### src/inc/irqmsk_pkg.sv
// Purpose: constants and carrier types for the interrupt mask register block
// Assumes: 8-bit register index, 16-bit register data on the device control interface
// Notes:   offsets are register indices as printed
package irqmsk_pkg;
	localparam logic [7:0]  UV_MASK_OFFSET  = 8'h24;
	localparam logic [7:0]  OC_MASK_OFFSET  = 8'h25;
	localparam logic [7:0]  PIN_MASK_OFFSET = 8'h26;
	localparam logic [15:0] MASK_RESET      = 16'h0000;
	// bit layout of the under-voltage register
	localparam int          UV_LINREG_LSB   = 8;
	localparam int          UV_LINREG_CNT   = 4;
	localparam int          UV_CONV_LSB     = 0;
	localparam int          UV_CONV_CNT     = 6;
	localparam logic [15:0] UV_MASK_USED    = 16'h0F3F;
	// over-current register has a single live bit
	localparam int          OC_LIMIT_BIT    = 15;
	localparam logic [15:0] OC_MASK_USED    = 16'h8000;
	// one bit per pin event, bit position equals the pin number
	localparam int          PIN_EVENT_CNT   = 13;
	localparam logic [15:0] PIN_MASK_USED   = 16'h1FFF;

	typedef struct packed {
		logic        writeEn;
		logic        readEn;
		logic [7:0]  addr;
		logic [15:0] wdata;
	} irqmsk_req_t;

	typedef struct packed {
		logic [UV_LINREG_CNT-1:0] linreg;
		logic [UV_CONV_CNT-1:0]   converter;
		logic                     limitSwitch;
		logic [PIN_EVENT_CNT-1:0] pinEvent;
	} irqmsk_evt_t;
endpackage

### src/design/irqmsk_regs.sv
// Purpose: three interrupt mask registers and the combined interrupt output
// Assumes: event strobes come from logic on core_clk; reset is the power state machine reset
// Notes:   status latches are held here so masking can gate the combined output
`timescale 1ns/10ps
`default_nettype none

// Notes on behaviour
// - a mask bit of 0 lets its event reach the interrupt and a bit of 1 blocks it.
// - every mask bit resets to 0 and returns to 0 whenever the power state machine reset fires.
// - the under-voltage mask at 24h keeps linear regulators four to one in bits 11..8 and converters six to one in bits 5..0.
// - the over-current mask at 25h keeps the limit switch mask in bit 15 and nothing else.
// - the pin event mask at 26h keeps one bit per pin 12..0 at the bit matching the pin number.
module irqmsk_regs (
	input  wire logic                      core_clk,
	input  wire logic                      reset,
	input  wire irqmsk_pkg::irqmsk_req_t   regReq,
	output logic [15:0]                    regRdata,
	input  wire irqmsk_pkg::irqmsk_evt_t   eventIn,
	input  wire irqmsk_pkg::irqmsk_evt_t   statusClear,
	output irqmsk_pkg::irqmsk_evt_t        statusOut,
	output logic                           irqOut
);
	import irqmsk_pkg::*;

	logic [15:0]  uvMask_reg;
	logic [15:0]  uvMask_next;
	logic [15:0]  ocMask_reg;
	logic [15:0]  ocMask_next;
	logic [15:0]  pinMask_reg;
	logic [15:0]  pinMask_next;
	logic [15:0]  rdata_reg;
	logic [15:0]  rdata_next;
	logic [15:0]  rdSelected;
	irqmsk_evt_t  status_reg;
	irqmsk_evt_t  status_next;
	irqmsk_evt_t  maskVec;
	irqmsk_evt_t  pendingVec;
	wire          selUv;
	wire          selOc;
	wire          selPin;
	wire          wrUv;
	wire          wrOc;
	wire          wrPin;
	wire          anyPending;

	function automatic logic hit(input irqmsk_req_t r, input logic [7:0] off);
		hit = r.addr == off;
	endfunction

	assign selUv  = hit(regReq, UV_MASK_OFFSET);
	assign selOc  = hit(regReq, OC_MASK_OFFSET);
	assign selPin = hit(regReq, PIN_MASK_OFFSET);
	assign wrUv   = regReq.writeEn & selUv;
	assign wrOc   = regReq.writeEn & selOc;
	assign wrPin  = regReq.writeEn & selPin;

	// unused bits never store, so they always read zero
	assign uvMask_next  = wrUv ? (regReq.wdata & UV_MASK_USED) : uvMask_reg;
	assign ocMask_next  = wrOc ? (regReq.wdata & OC_MASK_USED) : ocMask_reg;
	assign pinMask_next = wrPin ? (regReq.wdata & PIN_MASK_USED) : pinMask_reg;

	always_ff @(posedge core_clk) begin
		if (reset)
			uvMask_reg <= MASK_RESET;
		else
			uvMask_reg <= uvMask_next;
	end

	always_ff @(posedge core_clk) begin
		if (reset)
			ocMask_reg <= MASK_RESET;
		else
			ocMask_reg <= ocMask_next;
	end

	always_ff @(posedge core_clk) begin
		if (reset)
			pinMask_reg <= MASK_RESET;
		else
			pinMask_reg <= pinMask_next;
	end

	// an unmapped index reads zero rather than aliasing a live register
	assign rdSelected = selUv ? uvMask_reg : selOc ? ocMask_reg : selPin ? pinMask_reg : 16'h0000;
	assign rdata_next = regReq.readEn ? rdSelected : rdata_reg;

	always_ff @(posedge core_clk) begin
		if (reset)
			rdata_reg <= 16'h0000;
		else
			rdata_reg <= rdata_next;
	end
	assign regRdata = rdata_reg;

	// field mapping of masks onto the event vector
	assign maskVec.linreg      = uvMask_reg[UV_LINREG_LSB +: UV_LINREG_CNT];
	assign maskVec.converter   = uvMask_reg[UV_CONV_LSB +: UV_CONV_CNT];
	assign maskVec.limitSwitch = ocMask_reg[OC_LIMIT_BIT];
	assign maskVec.pinEvent    = pinMask_reg[PIN_EVENT_CNT-1:0];

	// set wins over clear so an event in the clear cycle is kept; mask never gates latching
	assign status_next = (status_reg & ~statusClear) | eventIn;

	always_ff @(posedge core_clk) begin
		if (reset)
			status_reg <= '0;
		else
			status_reg <= status_next;
	end
	assign statusOut = status_reg;

	// combinational so unmasking a pending latch shows at once
	assign pendingVec = status_reg & ~maskVec;
	assign anyPending = |pendingVec;
	assign irqOut     = anyPending;

	AST_RESET_CLEARS: assert property (@(posedge core_clk)
		reset |=> uvMask_reg == 16'h0000 && ocMask_reg == 16'h0000 && pinMask_reg == 16'h0000)
		else $error("mask not cleared by reset");
	AST_STATUS_RESET: assert property (@(posedge core_clk)
		reset |=> status_reg == '0 && regRdata == 16'h0000 && !irqOut)
		else $error("status or read data not cleared by reset");

	AST_MASK_BLOCKS: assert property (@(posedge core_clk) disable iff (reset)
		(status_reg & ~{uvMask_reg[11:8], uvMask_reg[5:0], ocMask_reg[15], pinMask_reg[12:0]}) == '0 |-> !irqOut)
		else $error("interrupt raised with all pending events masked");
	AST_UNMASKED_FIRES: assert property (@(posedge core_clk) disable iff (reset)
		status_reg.limitSwitch && !ocMask_reg[15] |-> irqOut)
		else $error("unmasked pending event did not raise interrupt");
	AST_MASKED_QUIET: assert property (@(posedge core_clk) disable iff (reset)
		status_reg == irqmsk_evt_t'(24'h00_2000) && ocMask_reg[15] |-> !irqOut)
		else $error("masked over-current event raised interrupt");
	AST_IRQ_NEEDS_STATUS: assert property (@(posedge core_clk) disable iff (reset)
		irqOut |-> status_reg != '0)
		else $error("interrupt raised with nothing latched");

	AST_UV_WRITE: assert property (@(posedge core_clk) disable iff (reset)
		regReq.writeEn && selUv |=> uvMask_reg == ($past(regReq.wdata) & 16'h0F3F))
		else $error("under-voltage mask write wrong");
	AST_OC_WRITE: assert property (@(posedge core_clk) disable iff (reset)
		regReq.writeEn && selOc |=> ocMask_reg == ($past(regReq.wdata) & 16'h8000))
		else $error("over-current mask write wrong");
	AST_PIN_WRITE: assert property (@(posedge core_clk) disable iff (reset)
		regReq.writeEn && selPin |=> pinMask_reg == ($past(regReq.wdata) & 16'h1FFF))
		else $error("pin mask write wrong");
	AST_UNMAPPED_WRITE: assert property (@(posedge core_clk) disable iff (reset)
		regReq.writeEn && !selUv && !selOc && !selPin |=> $stable(uvMask_reg) && $stable(ocMask_reg) && $stable(pinMask_reg))
		else $error("unmapped write changed a mask");
	AST_NO_WRITE_HOLDS: assert property (@(posedge core_clk) disable iff (reset)
		!regReq.writeEn |=> $stable(uvMask_reg) && $stable(ocMask_reg) && $stable(pinMask_reg))
		else $error("mask changed without a write");

	AST_MASKED_LATCH: assert property (@(posedge core_clk) disable iff (reset)
		eventIn.limitSwitch && ocMask_reg[15] |=> status_reg.limitSwitch)
		else $error("masked event not latched");
	AST_LIMIT_CLEAR: assert property (@(posedge core_clk) disable iff (reset)
		statusClear.limitSwitch && !eventIn.limitSwitch |=> !status_reg.limitSwitch)
		else $error("limit switch status not cleared");
	AST_SET_WINS: assert property (@(posedge core_clk) disable iff (reset)
		eventIn.limitSwitch && statusClear.limitSwitch |=> status_reg.limitSwitch)
		else $error("clear beat a same-cycle event");
	AST_UNMASK_PENDING: assert property (@(posedge core_clk) disable iff (reset)
		status_reg.pinEvent[0] && !statusClear.pinEvent[0] && wrPin && !regReq.wdata[0] |=> irqOut)
		else $error("unmasking pending event did not raise interrupt");

	AST_READ_UV: assert property (@(posedge core_clk) disable iff (reset)
		regReq.readEn && selUv |=> regRdata == $past(uvMask_reg))
		else $error("under-voltage mask read wrong");
	AST_READ_OC: assert property (@(posedge core_clk) disable iff (reset)
		regReq.readEn && selOc |=> regRdata == $past(ocMask_reg))
		else $error("over-current mask read wrong");
	AST_READ_PIN: assert property (@(posedge core_clk) disable iff (reset)
		regReq.readEn && selPin |=> regRdata == $past(pinMask_reg))
		else $error("pin mask read wrong");
	AST_READ_UNMAPPED: assert property (@(posedge core_clk) disable iff (reset)
		regReq.readEn && !selUv && !selOc && !selPin |=> regRdata == 16'h0000)
		else $error("unmapped read not zero");
	AST_RDATA_HOLDS: assert property (@(posedge core_clk) disable iff (reset)
		!regReq.readEn |=> $stable(regRdata))
		else $error("read data changed without a read");

	// per-bit checks keep a swapped field from hiding behind the wide or
	for (genvar g = 0; g < PIN_EVENT_CNT; g++) begin : gPinChecks
		AST_PIN_GATE: assert property (@(posedge core_clk) disable iff (reset)
			status_reg.pinEvent[g] && !pinMask_reg[g] |-> irqOut)
			else $error("unmasked pin event did not raise interrupt");
		AST_PIN_LATCH: assert property (@(posedge core_clk) disable iff (reset)
			eventIn.pinEvent[g] |=> status_reg.pinEvent[g])
			else $error("pin event not latched");
		AST_PIN_CLEAR: assert property (@(posedge core_clk) disable iff (reset)
			statusClear.pinEvent[g] && !eventIn.pinEvent[g] |=> !status_reg.pinEvent[g])
			else $error("pin status not cleared");
		AST_PIN_HOLD: assert property (@(posedge core_clk) disable iff (reset)
			status_reg.pinEvent[g] && !statusClear.pinEvent[g] |=> status_reg.pinEvent[g])
			else $error("pin status lost without a clear");
	end

	for (genvar g = 0; g < UV_LINREG_CNT; g++) begin : gLinregChecks
		AST_LINREG_GATE: assert property (@(posedge core_clk) disable iff (reset)
			status_reg.linreg[g] && !uvMask_reg[UV_LINREG_LSB + g] |-> irqOut)
			else $error("unmasked regulator event did not raise interrupt");
		AST_LINREG_BLOCK: assert property (@(posedge core_clk) disable iff (reset)
			uvMask_reg[UV_LINREG_LSB + g] |-> !pendingVec.linreg[g])
			else $error("masked regulator event still pending");
		AST_LINREG_LATCH: assert property (@(posedge core_clk) disable iff (reset)
			eventIn.linreg[g] |=> status_reg.linreg[g])
			else $error("regulator event not latched");
	end

	for (genvar g = 0; g < UV_CONV_CNT; g++) begin : gConvChecks
		AST_CONV_GATE: assert property (@(posedge core_clk) disable iff (reset)
			status_reg.converter[g] && !uvMask_reg[UV_CONV_LSB + g] |-> irqOut)
			else $error("unmasked converter event did not raise interrupt");
		AST_CONV_BLOCK: assert property (@(posedge core_clk) disable iff (reset)
			uvMask_reg[UV_CONV_LSB + g] |-> !pendingVec.converter[g])
			else $error("masked converter event still pending");
		AST_CONV_LATCH: assert property (@(posedge core_clk) disable iff (reset)
			eventIn.converter[g] |=> status_reg.converter[g])
			else $error("converter event not latched");
	end

	COV_MASKED_EVENT: cover property (@(posedge core_clk) eventIn.converter[0] && maskVec.converter[0] ##1 !irqOut);
	COV_UNMASK: cover property (@(posedge core_clk) status_reg.pinEvent[12] && maskVec.pinEvent[12] ##1 !maskVec.pinEvent[12]);
	COV_IRQ: cover property (@(posedge core_clk) !irqOut ##1 irqOut);
	COV_READ_PIN: cover property (@(posedge core_clk) regReq.readEn && selPin ##1 regRdata != 16'h0000);
	COV_SET_AND_CLEAR: cover property (@(posedge core_clk) eventIn.limitSwitch && statusClear.limitSwitch);
endmodule // irqmsk_regs

`default_nettype wire

### config.mk
export PLATFORM = sky130hd
export DESIGN_NAME = irqmsk_regs
export DESIGN_NICKNAME = d
export VERILOG_FILES = /design/src/inc/irqmsk_pkg.sv /design/src/design/irqmsk_regs.sv
export SDC_FILE = /design/constraint.sdc
export NUM_CORES = 1
export LEC_CHECK = 0
export BUFFER_PORTS_ARGS = -buffer_cell sky130_fd_sc_hd__buf_2
export CAP_MARGIN = 30
export CORE_MARGIN = 5
export CORE_UTILIZATION = 40
export CTS_CLUSTER_DIAMETER = 120
export DETAILED_ROUTE_END_ITERATION = 7
export PLACE_DENSITY = 0.66
export RECOVER_POWER = 100
export SYNTH_ARGS = -nofsm -noshare
export SYNTH_HDL_FRONTEND = slang
export SYNTH_SLANG_ARGS = --single-unit
### constraint.sdc
create_clock -name core_clk -period 1.55 [get_ports core_clk]
set_input_delay 0.3875 -clock core_clk [delete_from_list [all_inputs] [get_ports core_clk]]
set_output_delay 0.3875 -clock core_clk [all_outputs]
set_load 0.02 [all_outputs]
## Yosys cells after proc, flatten, opt, wreduce, memory -nomap -nowiden

Cells that the tools add are included.

- Register bits after elaboration: 64
- Output and inout bits: 41
- Logic and storage cells: 23
- Input port bits: 76

- Reduce and logical (&&, ||, !) cells: 1
- Bitwise operators: 8
- Mux-type cells: 3
- Equal/unequal tests: 3

Operators by type and width:

| kind | count |
|---|---|
| bitwise AND 24 bit | 2 |
| inverter 24 bit | 2 |
| 2-to-1 mux 16 bit | 2 |
| == test 8 x 6 -> 1 bit, second input constant | 3 |
| OR 24 bit | 1 |
| OR reduction 24 bit | 1 |
| 2-to-1 mux 13 bit | 1 |
| bitwise AND 1 bit | 3 |

## Longest topological paths before layout

Gate-level depths: netlist of run 1.

- Word-level depth: 4
- Gate-level depth with buffers: 5
- Depth with buffers taken out: 4

## Worst setup path before layout of run 1

No wires, ideal clock.

- Kind: in2reg
- Start point: in regReq[16] (netlist name)
- End point: reg uvMask_reg[11]
- Arrival time: 1.303 ns
- Buffers on the path: 1
- Required time: 1.422 ns
- Stages on the path: 5
- Setup time: 0.128 ns
- Slack: 0.120 ns
- Path through: nor4b_2 -> nor3b_2 -> buf_6 -> mux2i_1 -> nor2_1

- Word-level cells in the longest chain between the ends: 2

Ends and longest elaborated chain:

| item | RTL line | text |
|---|---|---|
| start: declaration | irqmsk_regs.sv:16 | `input wire irqmsk_pkg::irqmsk_req_t regReq,` |
| == test 8 x 6 -> 1 bit | irqmsk_regs.sv:47 | `hit = r.addr == off;` |
| bitwise AND 1 bit | irqmsk_regs.sv:53 | `assign wrUv = regReq.writeEn & selUv;` |
| end signal: assignment | irqmsk_regs.sv:66 | `uvMask_reg <= uvMask_next;` |
| end: declaration | irqmsk_regs.sv:25 | `logic [15:0] uvMask_reg;` |

No other way between the ends.
A chain may end at the register's enable or synchronous reset.

## Worst setup path after layout of run 1

- Start point: reg status_reg, in the netlist statusOut[22]
- End point: out irqOut

- Word-level cells in the longest chain between the ends: 2

Ends and longest elaborated chain:

| item | RTL line | text |
|---|---|---|
| start: declaration | irqmsk_regs.sv:34 | `irqmsk_evt_t status_reg;` |
| start signal: assignment | irqmsk_regs.sv:108 | `status_reg <= status_next;` |
| bitwise AND 24 bit | irqmsk_regs.sv:113 | `assign pendingVec = status_reg & ~maskVec;` |
| OR reduction 24 bit | irqmsk_regs.sv:114 | `assign anyPending = \|pendingVec;` |
| end: declaration | irqmsk_regs.sv:21 | `output logic irqOut` |

No other way between the ends.

==> flow_summary.yaml, run 1 <==
outcome:
  status: "finished, violations left"
  violations: "setup timing"
routing:
  post-route-drc-count: 0
  wl_um: 6854
  first_iter_violations: 96
  wl_per_cell_um: 13.39
  drtPass1Iterations: 4
  dr_total_vias: 2359
  ant_nets: 0
  via_per_inst: 4.607
global_route:
  grt_overflow: 0
  grt_pass1_vias: 2375
  grt_usage_pct: 16.94
  antenna_found_initial: 0
  grt_start_max_net_pins: 63
  grt_pass1_wl_um: 11220
clocking:
  root_buffer: "clkbuf_8"
  clock_sinks: 62
  cts_tree: "yes"
  clk_latency_ns: 0.33
  hold_buffers: 0
  clockBufferDepth: 2
  clkSlewWorstSetupHoldPaths_ns: 0.07
  htree_num_levels: 3
  cts_buffers: 9
floorplanning:
  num_io_pins: 117
  rows: 29
  die_h_um: 90.62
  design.core.area_sq_um: 6350
  dieArea_sq_um: 8212
  die_w_um: 90.62
  start_util_pct: 40.95
final_layout:
  diodes: 0
  fillerInstances: 623
  layoutNonFillerInstCount: 512
  drive_above_1_share_pct: 38.39
  largest_reg_flops: 24
  area_growth_syn_to_layout_pct: 37.73
  nets: 506
  design_area_sq_um: 3581
synthesis:
  synth_edf_count: 0
  yosysSeqAreaShare_pct: 47.74
  synth_area_leaders: "dfxtp_1, mux2i_1, nor2_1"
  synth.top_cell.area_share_pct: 47.74
  ys_async_sr_fraction_pct: 0
  synth-seq-cells: 62
  ys.flop_type: "dfxtp_1"
  syn_inst: 299
  ys_types: 25
  synth_top_area_cell: "dfxtp_1"
  synth_area_sq_um: 2600
  synth_common_cells: "dfxtp_1, nor2_1, inv_1"
  synth_area_per_cell_sq_um: 8.696
  synth.most_common_cell: "dfxtp_1"
  yosysWarningCount: 0
timing:
  worstMarginPinSlew_ns: 1.259
  min_period_over_period_pct: 113.9
  max_freq_mhz: 566.4
  post-route-min-period_ns: 1.766
  setup_viol: 1
  skew_ns: 0.004738
  rsz0062_at_grt: "true"
  fin_tns_setup_ns: -0.2156
  relSlewSlack_pct: 16.05
  slew_viol_final: 0
  worst_slack_ns: -0.2156
  hold_viol_final: 0
power:
  p_leak_nw: 1.728
  ir_drop_mv: 0.4945
  power_mw: 3.397
  pwr_density_cell_nw_per_um2: 948.7
critical_path:
  cp.arrival_ns: 1.38
  critPathKind: "flop to output port"
  endpoint_kind: "output port"
  crit_path_max_incr_delay_ns: 0.33
  crit_fanout: 3
  worstPathRequired_ns: 1.16
  worstPathCellList: "inv_2, o22ai_2, nor4_2, nand3_1, buf_6"
  cp_slowest_cell: "dfxtp_2"
  start_kind: "flop"
placed_design:
  place_ws_ns: -0.1788
  port_buffers: 112
  dp.cells: 484
  place_hpwl_um: 4987
  placed_area_sq_um: 3286
  routabilityCongestion: 0.7861
flow_run:
  max_cap_violations: 0
worst_hold_path:
  min_path_type: "input pin to flop"
==> logic make-up after synthesis <==
| group | after synthesis | synth area share [%] |
|---|---|---|
| and+or+nand+nor | 89 | 18.05 |
| AOI/OAI and AO/OA | 50 | 10.20 |
| DFF | 62 | 47.74 |
| other | 1 | 0.1442 |
| muxes | 34 | 13.57 |
| buffers and inverters | 63 | 10.30 |
==> worst max-delay path: cells and delay by family, from the launching register on <==
family | cells | cell delay, ns
AOI/OAI and AO/OA | 1 | 0.07
buffers and inverters | 2 | 0.21
DFF | 1 | 0.33
and+or+nand+nor | 2 | 0.44
==> area by class of cell <==
cell class	instances	area [sq um]	area share (%)
inverter	48	180.2	5.031
clock inverter	4	47.55	1.328
multi-input combinational	175	1151	32.15
tap	77	96.34	2.690
sequential	62	1275	35.60
timing repair buffer	134	695.7	19.43
clock buffer	12	135.1	3.774
==> power by group <==
part	leakage, nW	switching (mW)	internal (mW)	total [mW]
clock network	0.0904	0.593	0.739	1.33
logic	1.12	0.219	0.178	0.396
registers	0.516	0.0284	1.64	1.67
==> worst paths after layout <==
path / start / end / slack, ns / depth (start not counted)
setup / recovery: statusOut[22] / irqOut / -0.22 / 5
hold / removal: eventIn[20] / statusOut[20] / 0.26 / 3
setup reg to reg: pinMask_reg[11] / regRdata[11] / 0.59 / 3
hold reg to reg: regRdata[15] / regRdata[15] / 0.47 / 2
==> per-stage QoR <==
step | util (%) | hold slack, ns
5_1_grt | 56.39 | 0.2545
6_report | 56.39 | 0.2593
4_1_cts | 56.45 | 0.2415
3_5_place_dp | 51.74 | 0.4589
3_3_place_gp | 51.74 | 0.4552
2_1_floorplan | - | 0.4606
==> layout by cell type, fill, tap and decap left out <==
cell type / n
bufinv_16: 1
a21oi_1: 38
clkbuf_1: 40
clkbuf_2: 2
nand3_1: 5
o22ai_2: 6
nor3b_2: 1
buf_4: 19
clkbuf_8: 9
nor2b_1: 10
nand2b_1: 5
clkinv_2: 2
clkinvlp_4: 1
nand4bb_4: 1
nor4b_1: 1
nand4_1: 1
clkbuf_4: 1
mux2i_1: 24
inv_1: 43
nand3_2: 1
o22ai_1: 6
nor4_2: 3
buf_6: 1
nor4b_2: 1
dfxtp_2: 27
mux2_2: 10
and4bb_2: 1
inv_2: 5
buf_2: 73
nor4_4: 1
buf_12: 1
dfxtp_1: 35
conb_1: 2
nor2_1: 58
==> metal layers <==
layer	wire length [um]	part of all wire (%)	track usage, %
met1	2943	43	20.20
met2	3346	49	27.85
met3	460	6.7	5.083
met4	103	1.5	7.692
met5	0	0	0
==> repair_timing <==
action                                  4_1_cts  5_1_grt
buffers inserted                              7        5
cloned                                        0        0
pin swaps                                     4        4
gates resized for setup                      27       16
endpoints found under the setup margin        1        1
No activity file was read; power rests on OpenSTA's default activity.
==> run 2, diff against run 1 <==
--- a/config.mk
+++ b/config.mk
@@ -5,13 +5,13 @@
 export SDC_FILE = /design/constraint.sdc
 export NUM_CORES = 1
 export LEC_CHECK = 0
-export BUFFER_PORTS_ARGS = -buffer_cell sky130_fd_sc_hd__buf_2
 export CAP_MARGIN = 30
 export CORE_MARGIN = 5
 export CORE_UTILIZATION = 40
 export CTS_CLUSTER_DIAMETER = 120
 export DETAILED_ROUTE_END_ITERATION = 7
-export PLACE_DENSITY = 0.66
+export DONT_BUFFER_PORTS = 1
+export PLACE_DENSITY = 0.5
 export RECOVER_POWER = 100
 export SYNTH_ARGS = -nofsm -noshare
 export SYNTH_HDL_FRONTEND = slang
==> run 2 against run 1 <==
The run still ends with setup timing left. Highest routed layer unchanged. Cell area down 16%. Non-clock buffer count down 103. Via count down 14%. Final cell count down 20%. Maximum frequency up 0.71%. Hold slack worse by 0.13 ns. Routed wire length down 6.7%. Sequential cell count unchanged.
==> flow_summary.yaml, run 2 (synthesis gave the netlist of run 1 again) <==
outcome:
  status: "finished, violations left"
  violations: "setup timing"
floorplanning:
  dieArea_sq_um: 8212
  start_util_pct: 40.95
  rows: 29
  num_io_pins: 117
  design.core.area_sq_um: 6350
  die_h_um: 90.62
  die_w_um: 90.62
timing:
  relSlewSlack_pct: 53.17
  hold_viol_final: 0
  skew_ns: 0.005565
  rsz0062_at_grt: "true"
  worstMarginPinSlew_ns: 0.7025
  post-route-min-period_ns: 1.753
  slew_viol_final: 0
  min_period_over_period_pct: 113.1
  setup_viol: 1
  max_freq_mhz: 570.4
  worst_slack_ns: -0.2031
  fin_tns_setup_ns: -0.2031
critical_path:
  r2r_cells: 4
  start_kind: "flop"
  endpoint_kind: "output port"
  crit_path_start: "statusOut[22]"
  crit_path_max_incr_delay_ns: 0.33
  worstPathRequired_ns: 1.16
  critPathKind: "flop to output port"
  r2r-end: "regRdata[8]"
  r2r_start: "uvMask_reg[8]"
  reg2reg_slack_ns: 0.56
  worstPathCellList: "inv_2, o22ai_2, nor4_2, nand3_1, buf_6"
  cp_slowest_cell: "dfxtp_2"
  crit_fanout: 2
  cp.arrival_ns: 1.37
power:
  ir_drop_mv: 0.6637
  p_leak_nw: 1.340
  pwr_density_cell_nw_per_um2: 1140
  power_mw: 3.419
final_layout:
  diodes: 0
  largest_reg_flops: 24
  area_growth_syn_to_layout_pct: 15.30
  layout_common_cells: "nor2_1, dfxtp_1, inv_1"
  drive_above_1_share_pct: 16.57
  final_util_pct: 47.21
  nets: 403
  fillerInstances: 647
  layout_commonest_cell: "nor2_1"
  design_area_sq_um: 2998
placed_design:
  routabilityCongestion: 0.7251
  port_buffers: 0
  placed_area_sq_um: 2868
  place_hpwl_um: 4566
global_route:
  grt_pass1_wl_um: 10520
  grt_pass1_vias: 2077
  grt_usage_pct: 16.05
  grt_start_max_net_pins: 63
  grt_overflow: 0
  antenna_found_initial: 0
clocking:
  root_buffer: "clkbuf_8"
  cts_tree: "yes"
  cts_buffers: 9
  hold_buffers: 0
  clk_latency_ns: 0.33
  clockBufferDepth: 2
  htree_num_levels: 3
  clkSlewWorstSetupHoldPaths_ns: 0.06
  clock_sinks: 62
worst_hold_path:
  min_path_type: "input pin to flop"
  hold_depth: 1
  whs_endpoint: "regRdata[15]"
  worstHoldStart: "reset"
routing:
  wl_per_cell_um: 15.63
  via_per_inst: 4.966
  ant_nets: 0
  post-route-drc-count: 0
  wl_um: 6392
  drtPass1Iterations: 4
  dr_total_vias: 2031
  first_iter_violations: 52
flow_run:
  max_cap_violations: 0
[run 2: critical path, delay by kind of cell (launching register included)]
family	cells	cell delay [ns]
simple gates	2	0.42
buf+inv	2	0.22
flops	1	0.33
compound gates	1	0.07
[run 2: worst max-delay path by stage]
stage	cells after the start	end	slack [ns]
final	5	irqOut	-0.20
after global routing	5	irqOut	-0.29
after detailed placement	5	uvMask_reg[3]	0.04
after floorplan	5	uvMask_reg[11]	0.12
after global placement	5	uvMask_reg[3]	0.04
after CTS	5	irqOut	-0.27
[run 2: routing by layer]
metal | global-route usage [%] | up-vias | wire length (um)
met3 | 8.333 | 8 | 610
met4 | 4.342 | 0 | 85
met1 | 18.57 | 928 | 2597
met5 | 0 | - | 0
met2 | 25.91 | 70 | 3098
li1 | - | 1025 | -
[run 2: final cells by class]
type	instances	area, sq um	share of cell area (%)
multi-input cells	175	1107	36.94
repair buffers	31	141.4	4.716
flip-flops and latches	62	1257	41.94
inverters	48	180.2	6.010
clock buffers	12	145.1	4.841
clock inverters	4	70.07	2.337
well taps	77	96.34	3.214
[run 2: where the power goes]
part	internal (mW)	switching [mW]	leakage (nW)
combinational	0.0835	0.139	0.716
clock	0.946	0.596	0.110
sequential	1.64	0.0200	0.513
total	2.66	0.755	1.34
[run 2: metrics by stage]
| step | std cells | setup WS [ns] | hold WS [ns] |
|---|---|---|---|
| 2_1_floorplan | 300 | 0.1198 | 0.4606 |
| 3_3_place_gp | 391 | 0.03563 | 0.4636 |
| 3_5_place_dp | 391 | 0.04397 | 0.4641 |
| 4_1_cts | 408 | -0.2662 | 0.1037 |
| 5_1_grt | 409 | -0.2867 | 0.08950 |
| 6_report | 409 | -0.2031 | 0.1247 |
[run 2: timing repair]
action                     4_1_cts  5_1_grt
resized for setup               12       14
setup endpoints to repair        1        1
pin swaps                        4        4
setup buffers                    1        1
